--- config.mk ---
export PLATFORM = sky130hd
export DESIGN_NAME = scg_sleep_clock_gate
export DESIGN_NICKNAME = d
export VERILOG_FILES = /design/src/rtl/scg_sleep_clock_gate.v
export VERILOG_INCLUDE_DIRS = /design/src /design/src/shared
export SDC_FILE = /design/constraint.sdc
export NUM_CORES = 1
export LEC_CHECK = 0
export ABC_AREA = 1
export BUFFER_PORTS_ARGS = -buffer_cell sky130_fd_sc_hd__buf_4
export CORE_AREA = 2 2 130 101
export CTS_CLUSTER_SIZE = 28
export DETAILED_ROUTE_END_ITERATION = 6
export DIE_AREA = 0 0 132 103
export GPL_ROUTABILITY_DRIVEN = 1
export PLACE_DENSITY = 0.75
export SYNTH_ARGS = -nofsm -noshare
export SYNTH_HDL_FRONTEND = slang
export SYNTH_SLANG_ARGS = --single-unit
--- constraint.sdc ---
create_clock -name clk_sys -period 1.6 [get_ports clk_sys]
set_input_delay 0.4 -clock clk_sys [delete_from_list [all_inputs] [get_ports clk_sys]]
set_output_delay 0.4 -clock clk_sys [all_outputs]
set_load 0.02 [all_outputs]
--- src/shared/scg_consts.vh ---
// constants for the sleep-mode clock gating register block
// assumes a single 32-bit register space reached over axi4-lite
`ifndef SCG_CONSTS_VH
`define SCG_CONSTS_VH

// ----------------------------------------------------------------
// addresses
// ----------------------------------------------------------------
`define SCG_BASE_ADDR 32'h400fe000
`define SCG_OFF_SLEEP 12'h118
`define SCG_OFF_STAT 12'h1f0
`define SCG_OFF_MASK 12'h1f4
`define SCG_OFF_EFF 12'h1f8

// ----------------------------------------------------------------
// field positions of the gating register
// ----------------------------------------------------------------
`define SCG_BIT_PHY 30
`define SCG_BIT_MAC 28
`define SCG_BIT_PORT_G 6
`define SCG_BIT_PORT_A 0
`define SCG_DEF_MASK 32'h5000007f

// ----------------------------------------------------------------
// reset values
// ----------------------------------------------------------------
`define SCG_RST_SLEEP 32'h00000000
`define SCG_RST_STAT 9'h000
`define SCG_RST_MASK 9'h000

// ----------------------------------------------------------------
// bus answers and decode codes
// ----------------------------------------------------------------
`define SCG_RESP_OKAY 2'h0
`define SCG_RESP_SLVERR 2'h2
`define SCG_SEL_NONE 2'h0
`define SCG_SEL_SLEEP 2'h1
`define SCG_SEL_STAT 2'h2
`define SCG_SEL_MASK 2'h3

`endif

--- src/rtl/scg_sleep_clock_gate.v ---
// sleep-mode clock gating register with axi4-lite slave, effective
// enable selection, unit bus-fault flagging and a fault interrupt.
// assumes the run-mode and deep-sleep enables, the auto gating select
// and the power state come from logic on clk_sys; enables drive
// downstream clock gating cells, which latch them glitch-free.
`timescale 1ns/1ps
`include "scg_consts.vh"

module scg_sleep_clock_gate #(
	parameter ADDR_W = 32
) (
	input wire clk_sys,
	input wire rst,
	input wire [ADDR_W-1:0] s_axi_awaddr,
	input wire s_axi_awvalid,
	output reg s_axi_awready,
	input wire [31:0] s_axi_wdata,
	input wire [3:0] s_axi_wstrb,
	input wire s_axi_wvalid,
	output reg s_axi_wready,
	output reg [1:0] s_axi_bresp,
	output reg s_axi_bvalid,
	input wire s_axi_bready,
	input wire [ADDR_W-1:0] s_axi_araddr,
	input wire s_axi_arvalid,
	output reg s_axi_arready,
	output reg [31:0] s_axi_rdata,
	output reg [1:0] s_axi_rresp,
	output reg s_axi_rvalid,
	input wire s_axi_rready,
	input wire [31:0] runGateIn,
	input wire [31:0] deepGateIn,
	input wire autoClockGateSelect,
	input wire sleepActive,
	input wire deepSleepActive,
	input wire [8:0] unitAccess,
	output reg [8:0] unitFault,
	output reg ethPhyClockEnable,
	output reg ethMacClockEnable,
	output reg [6:0] portClockEnable,
	output reg irq
);

	// ----------------------------------------------------------------
	// helpers
	// ----------------------------------------------------------------
	// address decode, used by both the write and the read path
	function [1:0] regSel;
		input [ADDR_W-1:0] addr;
		begin
			if (addr == (`SCG_BASE_ADDR + `SCG_OFF_SLEEP)) begin
				regSel = `SCG_SEL_SLEEP;
			end else if (addr == (`SCG_BASE_ADDR + `SCG_OFF_STAT)) begin
				regSel = `SCG_SEL_STAT;
			end else if (addr == (`SCG_BASE_ADDR + `SCG_OFF_MASK)) begin
				regSel = `SCG_SEL_MASK;
			end else begin
				regSel = `SCG_SEL_NONE;
			end
		end
	endfunction

	// byte-lane merge of a write into an old word
	function [31:0] laneMerge;
		input [31:0] oldWord;
		input [31:0] newWord;
		input [3:0] strb;
		integer i;
		begin
			laneMerge = oldWord;
			for (i = 0; i < 4; i = i + 1) begin
				if (strb[i]) begin
					laneMerge[i*8 +: 8] = newWord[i*8 +: 8];
				end
			end
		end
	endfunction

	// nine defined enables in register layout packed to {phy, mac, g..a}
	function [8:0] packEn;
		input [31:0] word;
		begin
			packEn = {word[`SCG_BIT_PHY], word[`SCG_BIT_MAC], word[`SCG_BIT_PORT_G:`SCG_BIT_PORT_A]};
		end
	endfunction

	function [31:0] unpackEn;
		input [8:0] en;
		begin
			unpackEn = 32'h00000000;
			unpackEn[`SCG_BIT_PHY] = en[8];
			unpackEn[`SCG_BIT_MAC] = en[7];
			unpackEn[`SCG_BIT_PORT_G:`SCG_BIT_PORT_A] = en[6:0];
		end
	endfunction

	// ----------------------------------------------------------------
	// state
	// ----------------------------------------------------------------
	reg [31:0] sleepGate_reg;
	reg [8:0] faultStat_reg;
	reg [8:0] faultMask_reg;
	reg [8:0] effEn_reg;
	reg awHeld_reg;
	reg wHeld_reg;
	reg [ADDR_W-1:0] awAddr_reg;
	reg [31:0] wData_reg;
	reg [3:0] wStrb_reg;

	wire doWrite;
	wire [1:0] wrSel;
	wire [1:0] rdSel;
	reg [8:0] effEn_next;
	reg [8:0] faultStat_next;
	reg [31:0] rdWord;
	wire [31:0] maskMerged;

	assign doWrite = awHeld_reg && wHeld_reg && !s_axi_bvalid;
	assign wrSel = regSel(awAddr_reg);
	assign rdSel = regSel(s_axi_araddr);
	assign maskMerged = laneMerge({23'h000000, faultMask_reg}, wData_reg, wStrb_reg);

	// ----------------------------------------------------------------
	// effective enable selection
	// ----------------------------------------------------------------
	// only the selected mode's word reaches the flops; the registered
	// result changes once per edge, so the gating cells see no glitch
	always @* begin
		effEn_next = packEn(runGateIn);
		if (autoClockGateSelect && deepSleepActive) begin
			effEn_next = packEn(deepGateIn);
		end else if (autoClockGateSelect && sleepActive) begin
			effEn_next = packEn(sleepGate_reg);
		end
	end

	always @(posedge clk_sys) begin
		if (rst) begin
			effEn_reg <= 9'h000;
			ethPhyClockEnable <= 1'b0;
			ethMacClockEnable <= 1'b0;
			portClockEnable <= 7'h00;
		end else begin
			effEn_reg <= effEn_next;
			ethPhyClockEnable <= effEn_next[8];
			ethMacClockEnable <= effEn_next[7];
			portClockEnable <= effEn_next[6:0];
		end
	end

	// ----------------------------------------------------------------
	// bus fault on access to an unclocked unit
	// ----------------------------------------------------------------
	always @* begin
		// a new fault wins over a write-one clear in the same cycle
		faultStat_next = faultStat_reg;
		if (doWrite && (wrSel == `SCG_SEL_STAT)) begin
			faultStat_next = faultStat_reg & ~{wStrb_reg[1] & wData_reg[8], wData_reg[7:0] & {8{wStrb_reg[0]}}};
		end
		faultStat_next = faultStat_next | (unitAccess & ~effEn_reg);
	end

	always @(posedge clk_sys) begin
		if (rst) begin
			unitFault <= 9'h000;
			faultStat_reg <= `SCG_RST_STAT;
			irq <= 1'b0;
		end else begin
			unitFault <= unitAccess & ~effEn_reg;
			faultStat_reg <= faultStat_next;
			irq <= |(faultStat_next & faultMask_reg);
		end
	end

	// ----------------------------------------------------------------
	// axi4-lite write path
	// ----------------------------------------------------------------
	// address and data are taken in either order; the write lands one
	// edge after both are held, and bvalid rises at that same edge
	always @(posedge clk_sys) begin
		if (rst) begin
			s_axi_awready <= 1'b1;
			s_axi_wready <= 1'b1;
			s_axi_bvalid <= 1'b0;
			s_axi_bresp <= `SCG_RESP_OKAY;
			awHeld_reg <= 1'b0;
			wHeld_reg <= 1'b0;
			awAddr_reg <= {ADDR_W{1'b0}};
			wData_reg <= 32'h00000000;
			wStrb_reg <= 4'h0;
			sleepGate_reg <= `SCG_RST_SLEEP;
			faultMask_reg <= `SCG_RST_MASK;
		end else begin
			if (s_axi_awvalid && s_axi_awready) begin
				s_axi_awready <= 1'b0;
				awHeld_reg <= 1'b1;
				awAddr_reg <= s_axi_awaddr;
			end
			if (s_axi_wvalid && s_axi_wready) begin
				s_axi_wready <= 1'b0;
				wHeld_reg <= 1'b1;
				wData_reg <= s_axi_wdata;
				wStrb_reg <= s_axi_wstrb;
			end
			if (doWrite) begin
				awHeld_reg <= 1'b0;
				wHeld_reg <= 1'b0;
				s_axi_bvalid <= 1'b1;
				s_axi_bresp <= (wrSel == `SCG_SEL_NONE) ? `SCG_RESP_SLVERR : `SCG_RESP_OKAY;
				if (wrSel == `SCG_SEL_SLEEP) begin
					// reserved bits never store, so they always read zero
					sleepGate_reg <= laneMerge(sleepGate_reg, wData_reg, wStrb_reg) & `SCG_DEF_MASK;
				end
				if (wrSel == `SCG_SEL_MASK) begin
					faultMask_reg <= maskMerged[8:0];
				end
			end
			if (s_axi_bvalid && s_axi_bready) begin
				s_axi_bvalid <= 1'b0;
				s_axi_awready <= 1'b1;
				s_axi_wready <= 1'b1;
			end
		end
	end

	// ----------------------------------------------------------------
	// axi4-lite read path
	// ----------------------------------------------------------------
	always @* begin
		case (rdSel)
			`SCG_SEL_SLEEP: begin
				rdWord = sleepGate_reg & `SCG_DEF_MASK;
			end
			`SCG_SEL_STAT: begin
				rdWord = {23'h000000, faultStat_reg};
			end
			`SCG_SEL_MASK: begin
				rdWord = {23'h000000, faultMask_reg};
			end
			default: begin
				rdWord = 32'h00000000;
			end
		endcase
		// effective enables in register layout, read-only
		if (s_axi_araddr == (`SCG_BASE_ADDR + `SCG_OFF_EFF)) begin
			rdWord = unpackEn(effEn_reg);
		end
	end

	always @(posedge clk_sys) begin
		if (rst) begin
			s_axi_arready <= 1'b1;
			s_axi_rvalid <= 1'b0;
			s_axi_rdata <= 32'h00000000;
			s_axi_rresp <= `SCG_RESP_OKAY;
		end else begin
			if (s_axi_arvalid && s_axi_arready) begin
				s_axi_arready <= 1'b0;
				s_axi_rvalid <= 1'b1;
				s_axi_rdata <= rdWord;
				if ((rdSel == `SCG_SEL_NONE) && (s_axi_araddr != (`SCG_BASE_ADDR + `SCG_OFF_EFF))) begin
					s_axi_rresp <= `SCG_RESP_SLVERR;
				end else begin
					s_axi_rresp <= `SCG_RESP_OKAY;
				end
			end
			if (s_axi_rvalid && s_axi_rready) begin
				s_axi_rvalid <= 1'b0;
				s_axi_arready <= 1'b1;
			end
		end
	end

endmodule // scg_sleep_clock_gate

# Word-level counts from Yosys, hierarchy flattened
# Index checks and enable logic that the tools add are counted.
# W data, S select, Z words.
word_totals:
  reg_bits: 165
  latch_bits: 0
  mem_bits_rw: 0
  mem_bits_ro: 0
  in_bits: 183
  out_inout_bits: 60
  wordCells: 81
  memories: 0
op_classes:
  add_sub_neg: 0
  multipliers: 0
  n_div: 0
  magnitude_cmp: 0
  eq_ne: 14
  n_shift: 0
  n_mux: 13
  bitwise_logic: 8
  n_reduce_logical: 22
op_table:
  columns: ["operator", "count"]
  rows:
  - ["$eq A32 B31 Y1 const B", 7]
  - ["$pmux W31 S3", 1]
  - ["$mux W32", 1]
  - ["$ne A32 B31 Y1 const B", 1]
  - ["$and A9 B9 Y9", 3]
  - ["$mux W9", 3]
  - ["$not A9 Y9", 2]
  - ["$mux W2", 8]
  - ["$reduce_and A3 Y1", 4]
  - ["$logic_and A1 B1 Y1", 11]
  - ["$or A9 B9 Y9", 1]
  - ["$reduce_or A9 Y1", 1]
  - ["$and A8 B8 Y8", 1]
  - ["$eq A2 B2 Y1 const B", 4]
  - ["$reduce_or A2 Y1", 3]
  - ["$eq A2 B1 Y1 const B", 2]
  - ["$logic_not A2 Y1", 2]
  - ["$and A1 B1 Y1", 1]
  - ["$logic_not A1 Y1", 1]

# Longest topological paths before layout
# Gate-level depths: netlist (run 1).
depth:
  ltp_word: 10
  ltp_mapped: 15

# Least setup slack after synthesis (run 1)
# Ideal clock, no wire load.
synth_path:
  path_kind: "register to register"
  from: "reg s_axi_bvalid"
  to: "reg faultMask_reg[5]"
  setup_ns: 0.119
  arrival_ns: 1.398
  setup_slack_ns: 0.083
  path_stages_with_launch: 8
  n_path_buf: 1
  period_less_slack_ns: 1.517
  path_cell_list: "dfxtp_1 > nor3_4 > inv_1 > nor2_1 > nand3_2 > buf_6 > o21ai_0 > a21oi_1"
synth_between:
  elab_chain_len: 3
synth_rtl:
  columns: ["element", "line_no", "source"]
  rows:
  - ["start: declaration", "scg_sleep_clock_gate.v:22", "output reg s_axi_bvalid,"]
  - ["start signal: assignment", "scg_sleep_clock_gate.v:184", "s_axi_bvalid <= 1'b0;"]
  - ["start signal: assignment", "scg_sleep_clock_gate.v:208", "s_axi_bvalid <= 1'b1;"]
  - ["start signal: assignment", "scg_sleep_clock_gate.v:219", "s_axi_bvalid <= 1'b0;"]
  - ["$logic_not A1 Y1", "scg_sleep_clock_gate.v:118", "assign doWrite = awHeld_reg && wHeld_reg && !s_axi_bvalid;"]
  - ["$logic_and A1 B1 Y1", "scg_sleep_clock_gate.v:118", null]
  - ["$reduce_and A3 Y1 (no source line)", null, null]
  - ["end signal: assignment", "scg_sleep_clock_gate.v:192", "faultMask_reg <= `SCG_RST_MASK;"]
  - ["end signal: assignment", "scg_sleep_clock_gate.v:215", "faultMask_reg <= maskMerged[8:0];"]
  - ["end: declaration", "scg_sleep_clock_gate.v:102", "reg [8:0] faultMask_reg;"]
# Every way passes these cells.
# A chain may end at the register's enable or synchronous reset.

# Worst setup path in the final report (run 1)
layout_path:
  from: "reg awAddr_reg[25]"
  to: "reg irq"
layout_between:
  elab_chain_len: 10
  elab_cells_between_ends: 12
  classes_between: "4 x eq/ne; 4 x mux; 2 x bitwise; 2 x reduce/logical"
layout_rtl:
  columns: ["element", "line_no", "source"]
  rows:
  - ["start: declaration", "scg_sleep_clock_gate.v:106", "reg [ADDR_W-1:0] awAddr_reg;"]
  - ["start signal: assignment", "scg_sleep_clock_gate.v:188", "awAddr_reg <= {ADDR_W{1'b0}};"]
  - ["start signal: assignment", "scg_sleep_clock_gate.v:197", "awAddr_reg <= s_axi_awaddr;"]
  - ["$eq A32 B31 Y1", "scg_sleep_clock_gate.v:55", "end else if (addr == (`SCG_BASE_ADDR + `SCG_OFF_MASK)) begin"]
  - ["$mux W2", "scg_sleep_clock_gate.v:55", null]
  - ["$mux W2", "scg_sleep_clock_gate.v:53", "end else if (addr == (`SCG_BASE_ADDR + `SCG_OFF_STAT)) begin"]
  - ["$mux W2 (*)", "scg_sleep_clock_gate.v:51", "if (addr == (`SCG_BASE_ADDR + `SCG_OFF_SLEEP)) begin"]
  - ["$eq A2 B2 Y1 (no source line) (*)", null, null]
  - ["$logic_and A1 B1 Y1 (*)", "scg_sleep_clock_gate.v:157", "if (doWrite && (wrSel == `SCG_SEL_STAT)) begin"]
  - ["$mux W9 (*)", "scg_sleep_clock_gate.v:157", null]
  - ["$or A9 B9 Y9 (*)", "scg_sleep_clock_gate.v:160", "faultStat_next = faultStat_next | (unitAccess & ~effEn_reg);"]
  - ["$and A9 B9 Y9 (*)", "scg_sleep_clock_gate.v:171", "irq <= |(faultStat_next & faultMask_reg);"]
  - ["$reduce_or A9 Y1 (*)", "scg_sleep_clock_gate.v:171", null]
  - ["end signal: assignment", "scg_sleep_clock_gate.v:171", null]
  - ["end: declaration", "scg_sleep_clock_gate.v:41", "output reg irq"]
# Every way passes the cells marked *; elsewhere a longest branch is shown, timed or not.

==> flow_metrics.py, run 1 <==
metrics = {
    "status": {
        "outcome": "finished with violations",
        "violations": "setup timing",
    },
    "synth": {
        "yosysSeqAreaShare_pct": 44.18,
        "synth.distinct_cells": 31,
        "syn_avg_cell_area_um2": 6.905,
        "synth_top_family_by_area": "simple AND/OR/NAND/NOR gates",
        "yosys.area_share.simple_pct": 26.43,
        "syn-cell-area_mm2": 0.005075,
        "yosysWarnings": 0,
        "synthXorXnorAreaFrac_pct": 0,
        "synth_edf_count": 0,
        "synthMuxAreaShare_pct": 0,
        "ys.flop_type": "dfxtp_1",
        "async_reset_ff_share_pct": 0,
        "synth_compound_area_share_pct": 16.72,
        "synthCells": 735,
        "synth_area_leaders": "dfxtp_1 (44%), o21ai_0 (10%), nor2_1 (9.8%)",
        "ys_ff_latch": 112,
        "synth_top_area_cell": "dfxtp_1",
        "synth_adder_area_share_pct": 0,
        "synth_top_area_share_pct": 44.18,
    },
    "place": {
        "dpl_worst_slack_ns": -0.2600,
        "dp.cells": 1075,
        "place.port_buffers": 151,
        "place_hpwl_um": 10750,
        "place_congestion": 0.8439,
        "placed_cell_area_mm2": 0.006585,
    },
    "critical_path": {
        "startpoint": "awAddr_reg[25]",
        "arrival_ns": 1.98,
        "r2r_cells": 14,
        "crit_path_max_fanout": 5,
        "crit_path_top_delay_cell": "dfxtp_1",
        "required_ns": 1.85,
        "slowest_delay_ns": 0.32,
        "r2r-start": "awAddr_reg[25]",
        "cp_top_family": "simple AND/OR/NAND/NOR gates",
        "crit_cells": 14,
        "setup.worst_path.end_class": "flip-flop",
        "crit_type": "reg -> reg",
        "path_cells": "nor2_2, nand2_2, inv_2, nand2_2, nor2_4, nand3_4, nand2_2, nand3_2, nand2_1, nand2_1, nor2_1, nand3_1, nand2_1, inv_1",
        "ff2ff_setup_slack_ns": -0.13,
        "cp-start-kind": "flip-flop",
        "worstReg2RegEnd": "irq",
        "worstSetupEndpoint": "irq",
        "crit_buf_inv": 2,
    },
    "global_routing": {
        "grt_pass1_wl_um": 22160,
        "grt_pass1_vias": 4539,
        "track_usage_pct": 20.55,
        "overflow": 0,
        "grt_max_degree": 73,
        "antenna_found_initial": 0,
    },
    "clock_network": {
        "clkTransAtPathRegs_ns": 0.07,
        "h-tree-depth": 3,
        "cts_tree": "built",
        "clock_sinks": 112,
        "clockRootBuffer": "clkbuf_16",
        "cts_hold_buf": 0,
        "cts_made_buffers": 9,
        "clock_latency_ns": 0.35,
        "clockBufferDepth": 2,
    },
    "cells_and_area": {
        "final_area_mm2": 0.007149,
        "area_delta_synth_final_pct": 40.88,
        "final_nets": 1106,
        "largest_reg_flops": 32,
        "drive_gt1_share_pct": 31.39,
        "final_cells": 1098,
        "antenna_cells": 0,
    },
    "power_and_ir_drop": {
        "sw_frac_of_total_pct": 27.36,
        "p_int_mw": 4.729,
        "power_density_mw_per_mm2": 910.7,
        "p_comb_share_pct": 17.7,
        "max-vdd-ir-drop_mv": 0.5807,
        "p_sw_mw": 1.782,
        "seqPwrFrac_pct": 47.5,
        "leakage_nw": 3.380,
        "finalPower_mw": 6.511,
        "clockPowerShare_pct": 34.8,
    },
    "timing": {
        "worst_slew_pin_slew_ns": 0.6881,
        "finalCriticalPeriod_ns": 1.728,
        "relSlewSlack_pct": 54.08,
        "slew_viol_final": 0,
        "max_freq_mhz": 578.6,
        "fin_skew_ns": 0.008505,
        "rsz0062_at_grt": "true",
        "period_share_pct": 108.0,
        "setup_ws_ns": -0.1282,
        "setup_viol": 16,
        "hold_viol_final": 0,
    },
    "hold_path": {
        "hold_path_class": "in -> reg",
        "hp-start": "rst",
    },
    "routing": {
        "vias": 5141,
        "first_iter_violations": 393,
        "wl_um": 14290,
        "route.detailed.drc": 0,
        "wire_per_inst_um": 13.01,
        "ant_nets": 0,
        "firstDrtPassIters": 5,
        "via_per_inst": 4.682,
    },
    "die": {
        "die_w_um": 132,
        "num_rows": 36,
        "dieHeight_um": 103,
        "io_pins": 243,
        "dieArea_mm2": 0.01360,
        "start_util_pct": 40.67,
        "core-area_mm2": 0.01248,
    },
    "job": {
        "maxCapViolCount": 0,
    },
}
## Yosys cell counts (2+ instances only)
cell type  instances
nand4_1            8
inv_1             96
o21ai_2            2
nor3_1             4
nor4b_1            3
dfxtp_1          112
buf_4             23
clkbuf_1          22
nor2_2             4
o22ai_1            2
nor4_4             2
nor2_4             2
nand2_1          126
a211oi_1           2
nor2_1           132
nand3_1           26
o21a_1             2
o21ai_0          103
a21oi_1           52
## layout by cell type (no fill, tap or decap), types with 3 or more instances in the layout
cell type  count
nand4_1        8
nor2_4         7
dfxtp_2       13
buf_6          5
o21ai_0      102
clkbuf_16      9
nand2_1      112
inv_1         88
nand3_2       12
inv_2          9
nor3_1         4
a21oi_1       52
buf_4        195
nor2_1       122
nor4b_1        3
nand3_4        3
nand2_2       14
dfxtp_1       99
conb_1        23
nor2_2         9
nand3_1       14
## cell families after synthesis
group | Yosys count
other | 1
buffers and inverters | 145
and+or+nand+nor | 312
DFF | 112
AOI/OAI and AO/OA | 165
## layout make-up
| type | instances | area [µm²] |
|---|---|---|
| Clock buffer | 10 | 229.0 |
| Timing Repair Buffer | 202 | 1560 |
| Clock inverter | 5 | 66.31 |
| Sequential cell | 112 | 2258 |
| Tap cell | 171 | 214.0 |
| Multi-Input combinational cell | 501 | 2457 |
| Fill cell | 1204 | 5328 |
| Inverter | 97 | 364.1 |
## through the flow
step | hold slack, ns | TNS [ns] | utilization [%]
finish | 0.2548 | -0.5404 | 57.30
global route | 0.2448 | -3.135 | 57.30
CTS | 0.2430 | -0.7265 | 56.32
detailed placement | 0.4565 | -4.053 | 52.78
global placement | 0.4525 | -3.906 | 52.78
floorplan | 0.4347 | 0 | -
## timing repair
action / CTS / global route
buffers inserted: 4 / 3
pin swaps: 17 / 29
cloned: 1 / 0
gates resized for setup: 32 / 41
setup endpoints to repair: 19 / 26
## power by group through the flow
stage / Combinational [mW] / Clock (mW) / Sequential [mW]
after global routing: 1.28 / 2.41 / 3.12
after detailed placement: 1.10 / 0 / 3.14
final: 1.15 / 2.27 / 3.09
after global placement: 1.09 / 0 / 3.14
after floorplan: 0.549 / 0 / 3.20
after CTS: 1.13 / 2.30 / 3.09
## how the worst min path moves through the flow
stage                endpoint  slack, ns  depth (start not counted)
2_1_floorplan   awAddr_reg[9]       0.43                          2
3_3_place_gp   s_axi_bresp[1]       0.45                          2
3_5_place_dp   s_axi_rdata[7]       0.46                          2
4_1_cts        s_axi_bresp[1]       0.24                          2
5_1_grt        s_axi_bresp[1]       0.24                          2
6_report       s_axi_bresp[1]       0.25                          2
## per-layer routing
layer	routed length, µm	up-vias	GRT usage (%)
li1	-	2659	-
met1	6932	2315	28.98
met2	6358	153	32.01
met3	842	14	4.474
met4	151	0	5.518
met5	0	-	0
No activity file was read; power rests on OpenSTA's default activity.
==> run 2: changes to the inputs <==
--- a/config.mk
+++ b/config.mk
@@ -6,14 +6,14 @@
 export SDC_FILE = /design/constraint.sdc
 export NUM_CORES = 1
 export LEC_CHECK = 0
-export ABC_AREA = 1
 export BUFFER_PORTS_ARGS = -buffer_cell sky130_fd_sc_hd__buf_4
-export CORE_AREA = 2 2 130 101
+export CAP_MARGIN = 5
+export CORE_AREA = 2 2 129 100
 export CTS_CLUSTER_SIZE = 28
 export DETAILED_ROUTE_END_ITERATION = 6
-export DIE_AREA = 0 0 132 103
+export DIE_AREA = 0 0 131 102
 export GPL_ROUTABILITY_DRIVEN = 1
-export PLACE_DENSITY = 0.75
+export PLACE_DENSITY = 0.76
 export SYNTH_ARGS = -nofsm -noshare
 export SYNTH_HDL_FRONTEND = slang
 export SYNTH_SLANG_ARGS = --single-unit
==> run 2 against run 1 <==
Effect of this change:
- the run still ends with setup timing left
- clock skew shrank 0.0030 ns
- register-to-register slack lost 0.27 ns
- power shrank 2.1%
- via count shrank 2.5%
- sequential cell count is the same
- fmax shrank 13%
- cell area grew 2.0%
- setup slack lost 0.27 ns
- area after synthesis shrank 2.2%
- non-clock buffer count grew 8
- sequential share of layout area shrank 0.72 points
- first-iteration DRC count shrank 8.4%
==> flow_metrics.py, run 2 <==
metrics = {
    "status": {
        "outcome": "finished with violations",
        "violations": "setup timing",
    },
    "die": {
        "num_rows": 35,
        "start_util_pct": 41.23,
        "core-area_mm2": 0.01204,
        "dieHeight_um": 102,
        "dieArea_mm2": 0.01336,
        "io_pins": 243,
        "die_w_um": 131,
    },
    "timing": {
        "period_share_pct": 124.9,
        "hold-worst-slack_ns": 0.2570,
        "fin_skew_ns": 0.005530,
        "relSlewSlack_pct": 59.36,
        "worst_slew_pin_slew_ns": 0.6096,
        "fin_setup_tns_ns": -9.951,
        "slew_viol_final": 0,
        "setup_ws_ns": -0.3977,
        "hold_viol_final": 0,
        "rsz0062_at_grt": "true",
        "max_freq_mhz": 500.6,
        "finalCriticalPeriod_ns": 1.998,
        "setup_viol": 41,
    },
    "clock_network": {
        "clockRootBuffer": "clkbuf_16",
        "h-tree-depth": 3,
        "clockBufferDepth": 2,
        "cts_tree": "built",
        "clock_sinks": 112,
        "clkTransAtPathRegs_ns": 0.07,
        "clock_latency_ns": 0.34,
        "cts_made_buffers": 9,
    },
    "place": {
        "placed_cell_area_mm2": 0.006563,
        "dpl_worst_slack_ns": -0.7098,
        "place_congestion": 0.8901,
        "place.port_buffers": 151,
        "place_hpwl_um": 11510,
    },
    "synth": {
        "synthXorXnorAreaFrac_pct": 0,
        "syn_avg_cell_area_um2": 8.560,
        "async_reset_ff_share_pct": 0,
        "yosysWarnings": 0,
        "synth.distinct_cells": 52,
        "synth_top_area_cell": "dfxtp_1",
        "synth.most_common_cell": "nand2_1",
        "yosysSeqAreaShare_pct": 45.16,
        "ys.flop_type": "dfxtp_1",
        "ys_ff_latch": 112,
        "ys_top_cells_by_count": "nand2_1 (115), dfxtp_1 (112), a21oi_1 (57), nor2_1 (56), buf_4 (25)",
        "syn-cell-area_mm2": 0.004965,
        "synth_adder_area_share_pct": 0,
        "synth_area_leaders": "dfxtp_1 (45%), nand2_1 (8.7%), a21oi_1 (5.7%)",
        "yosys.area_share.simple_pct": 26.94,
        "synth_edf_count": 0,
        "synthMuxAreaShare_pct": 5.444,
        "synth_top_family_by_area": "simple AND/OR/NAND/NOR gates",
        "synth_top_area_share_pct": 45.16,
        "synthCells": 580,
        "synth_compound_area_share_pct": 14.92,
    },
    "hold_path": {
        "hold_path_class": "in -> reg",
    },
    "critical_path": {
        "required_ns": 1.82,
        "startpoint": "awAddr_reg[9]",
        "arrival_ns": 2.21,
        "crit_cells": 8,
        "crit_path_top_delay_cell": "dfxtp_2",
        "worstSetupEndpoint": "irq",
        "crit_type": "reg -> reg",
        "r2r_cells": 8,
        "path_cells": "nor4b_4, nand4_1, buf_6, nor3_4, buf_6, a41oi_1, nor3_1, a41oi_1",
        "worstReg2RegEnd": "irq",
        "crit_buf_inv": 2,
        "slowest_delay_ns": 0.34,
        "crit_path_max_fanout": 6,
        "setup.worst_path.end_class": "flip-flop",
        "cp-start-kind": "flip-flop",
        "ff2ff_setup_slack_ns": -0.40,
        "r2r-start": "awAddr_reg[9]",
        "cp_top_family": "simple AND/OR/NAND/NOR gates",
    },
    "cells_and_area": {
        "final_nets": 951,
        "antenna_cells": 0,
        "most-common-layout-cells": "buf_4 (183), nand2_1 (115), dfxtp_1 (104)",
        "area_delta_synth_final_pct": 46.95,
        "drive_gt1_share_pct": 40.36,
        "largest_reg_flops": 32,
        "nFillCells": 1029,
        "utilization_pct": 60.58,
        "final_area_mm2": 0.007296,
        "mostFrequentLayoutCell": "buf_4",
    },
    "global_routing": {
        "track_usage_pct": 23.07,
        "grt_max_degree": 39,
        "grt_pass1_wl_um": 23900,
        "overflow": 0,
        "grt_pass1_vias": 4827,
        "antenna_found_initial": 0,
    },
    "routing": {
        "ant_nets": 0,
        "first_iter_violations": 360,
        "wire_per_inst_um": 16.85,
        "vias": 5010,
        "via_per_inst": 5.335,
        "route.detailed.drc": 0,
        "firstDrtPassIters": 4,
        "wl_um": 15820,
    },
    "job": {
        "maxCapViolCount": 0,
    },
    "power_and_ir_drop": {
        "max-vdd-ir-drop_mv": 0.5161,
        "power_density_mw_per_mm2": 873.3,
        "leakage_nw": 3.109,
    },
}
[run 2: changes by cell type in the layout (fill, tap and decap cells not counted), sizes merged, moves of 12 or more]
cell and change:
a21oi +12, o21ai -97, nand2b +12, nor2 -80
mux2i +18, inv -94
[run 2: metal layers]
metal  part of all wire [%]  wire [µm]  track usage [%]
met5                      0          0                0
met4                    2.0        319            6.301
met3                    6.0        943            3.141
met2                     49       7822            39.58
met1                     43       6734            30.68
[run 2: cell type report]
cell class / count / area (µm²) / share of cell area (%)
multi-input combinational: 430 / 2768 / 37.94
inverter: 5 / 18.77 / 0.2572
clock inverter: 5 / 56.30 / 0.7717
clock buffer: 11 / 242.7 / 3.327
timing repair buffer: 210 / 1750 / 23.99
tap: 166 / 207.7 / 2.847
sequential: 112 / 2252 / 30.87
[run 2: cells by family (layout without fill, tap and decap cells)]
family          Yosys count  after routing
compound gates          111            111
buf+inv                  61            231
flops                   112            112
mux                      26             26
other cells               1             23
simple gates            269            270
[run 2: what timing repair did]
action                     CTS  global route
setup buffers                8             8
pin swaps                   22            24
hold buffers                 0             0
setup endpoints to repair   41            41
gates resized for setup     43            20
gates cloned                 2             0
[run 2: how the worst min path moves through the flow]
stage | start | to | slack, ns | cells after the start
2_1_floorplan | awAddr_reg[4] | awAddr_reg[4] | 0.43 | 2
3_3_place_gp | wStrb_reg[1] | wStrb_reg[1] | 0.44 | 2
3_5_place_dp | wStrb_reg[1] | wStrb_reg[1] | 0.45 | 2
4_1_cts | s_axi_awvalid | s_axi_awready | 0.25 | 2
5_1_grt | s_axi_awvalid | s_axi_awready | 0.25 | 2
6_report | s_axi_awvalid | s_axi_awready | 0.26 | 2
[run 2: per-stage QoR]
stage	total power, mW	cells
floorplan	3.620	602
global placement	4.061	907
detailed placement	4.094	907
CTS	6.357	932
global route	6.617	939
finish	6.371	939
[run 2: power by group]
part	total, mW	switching (mW)	internal [mW]
logic	1.05	0.553	0.500
registers	3.06	0.120	2.94
clock network	2.26	1.00	1.26
total	6.37	1.68	4.69
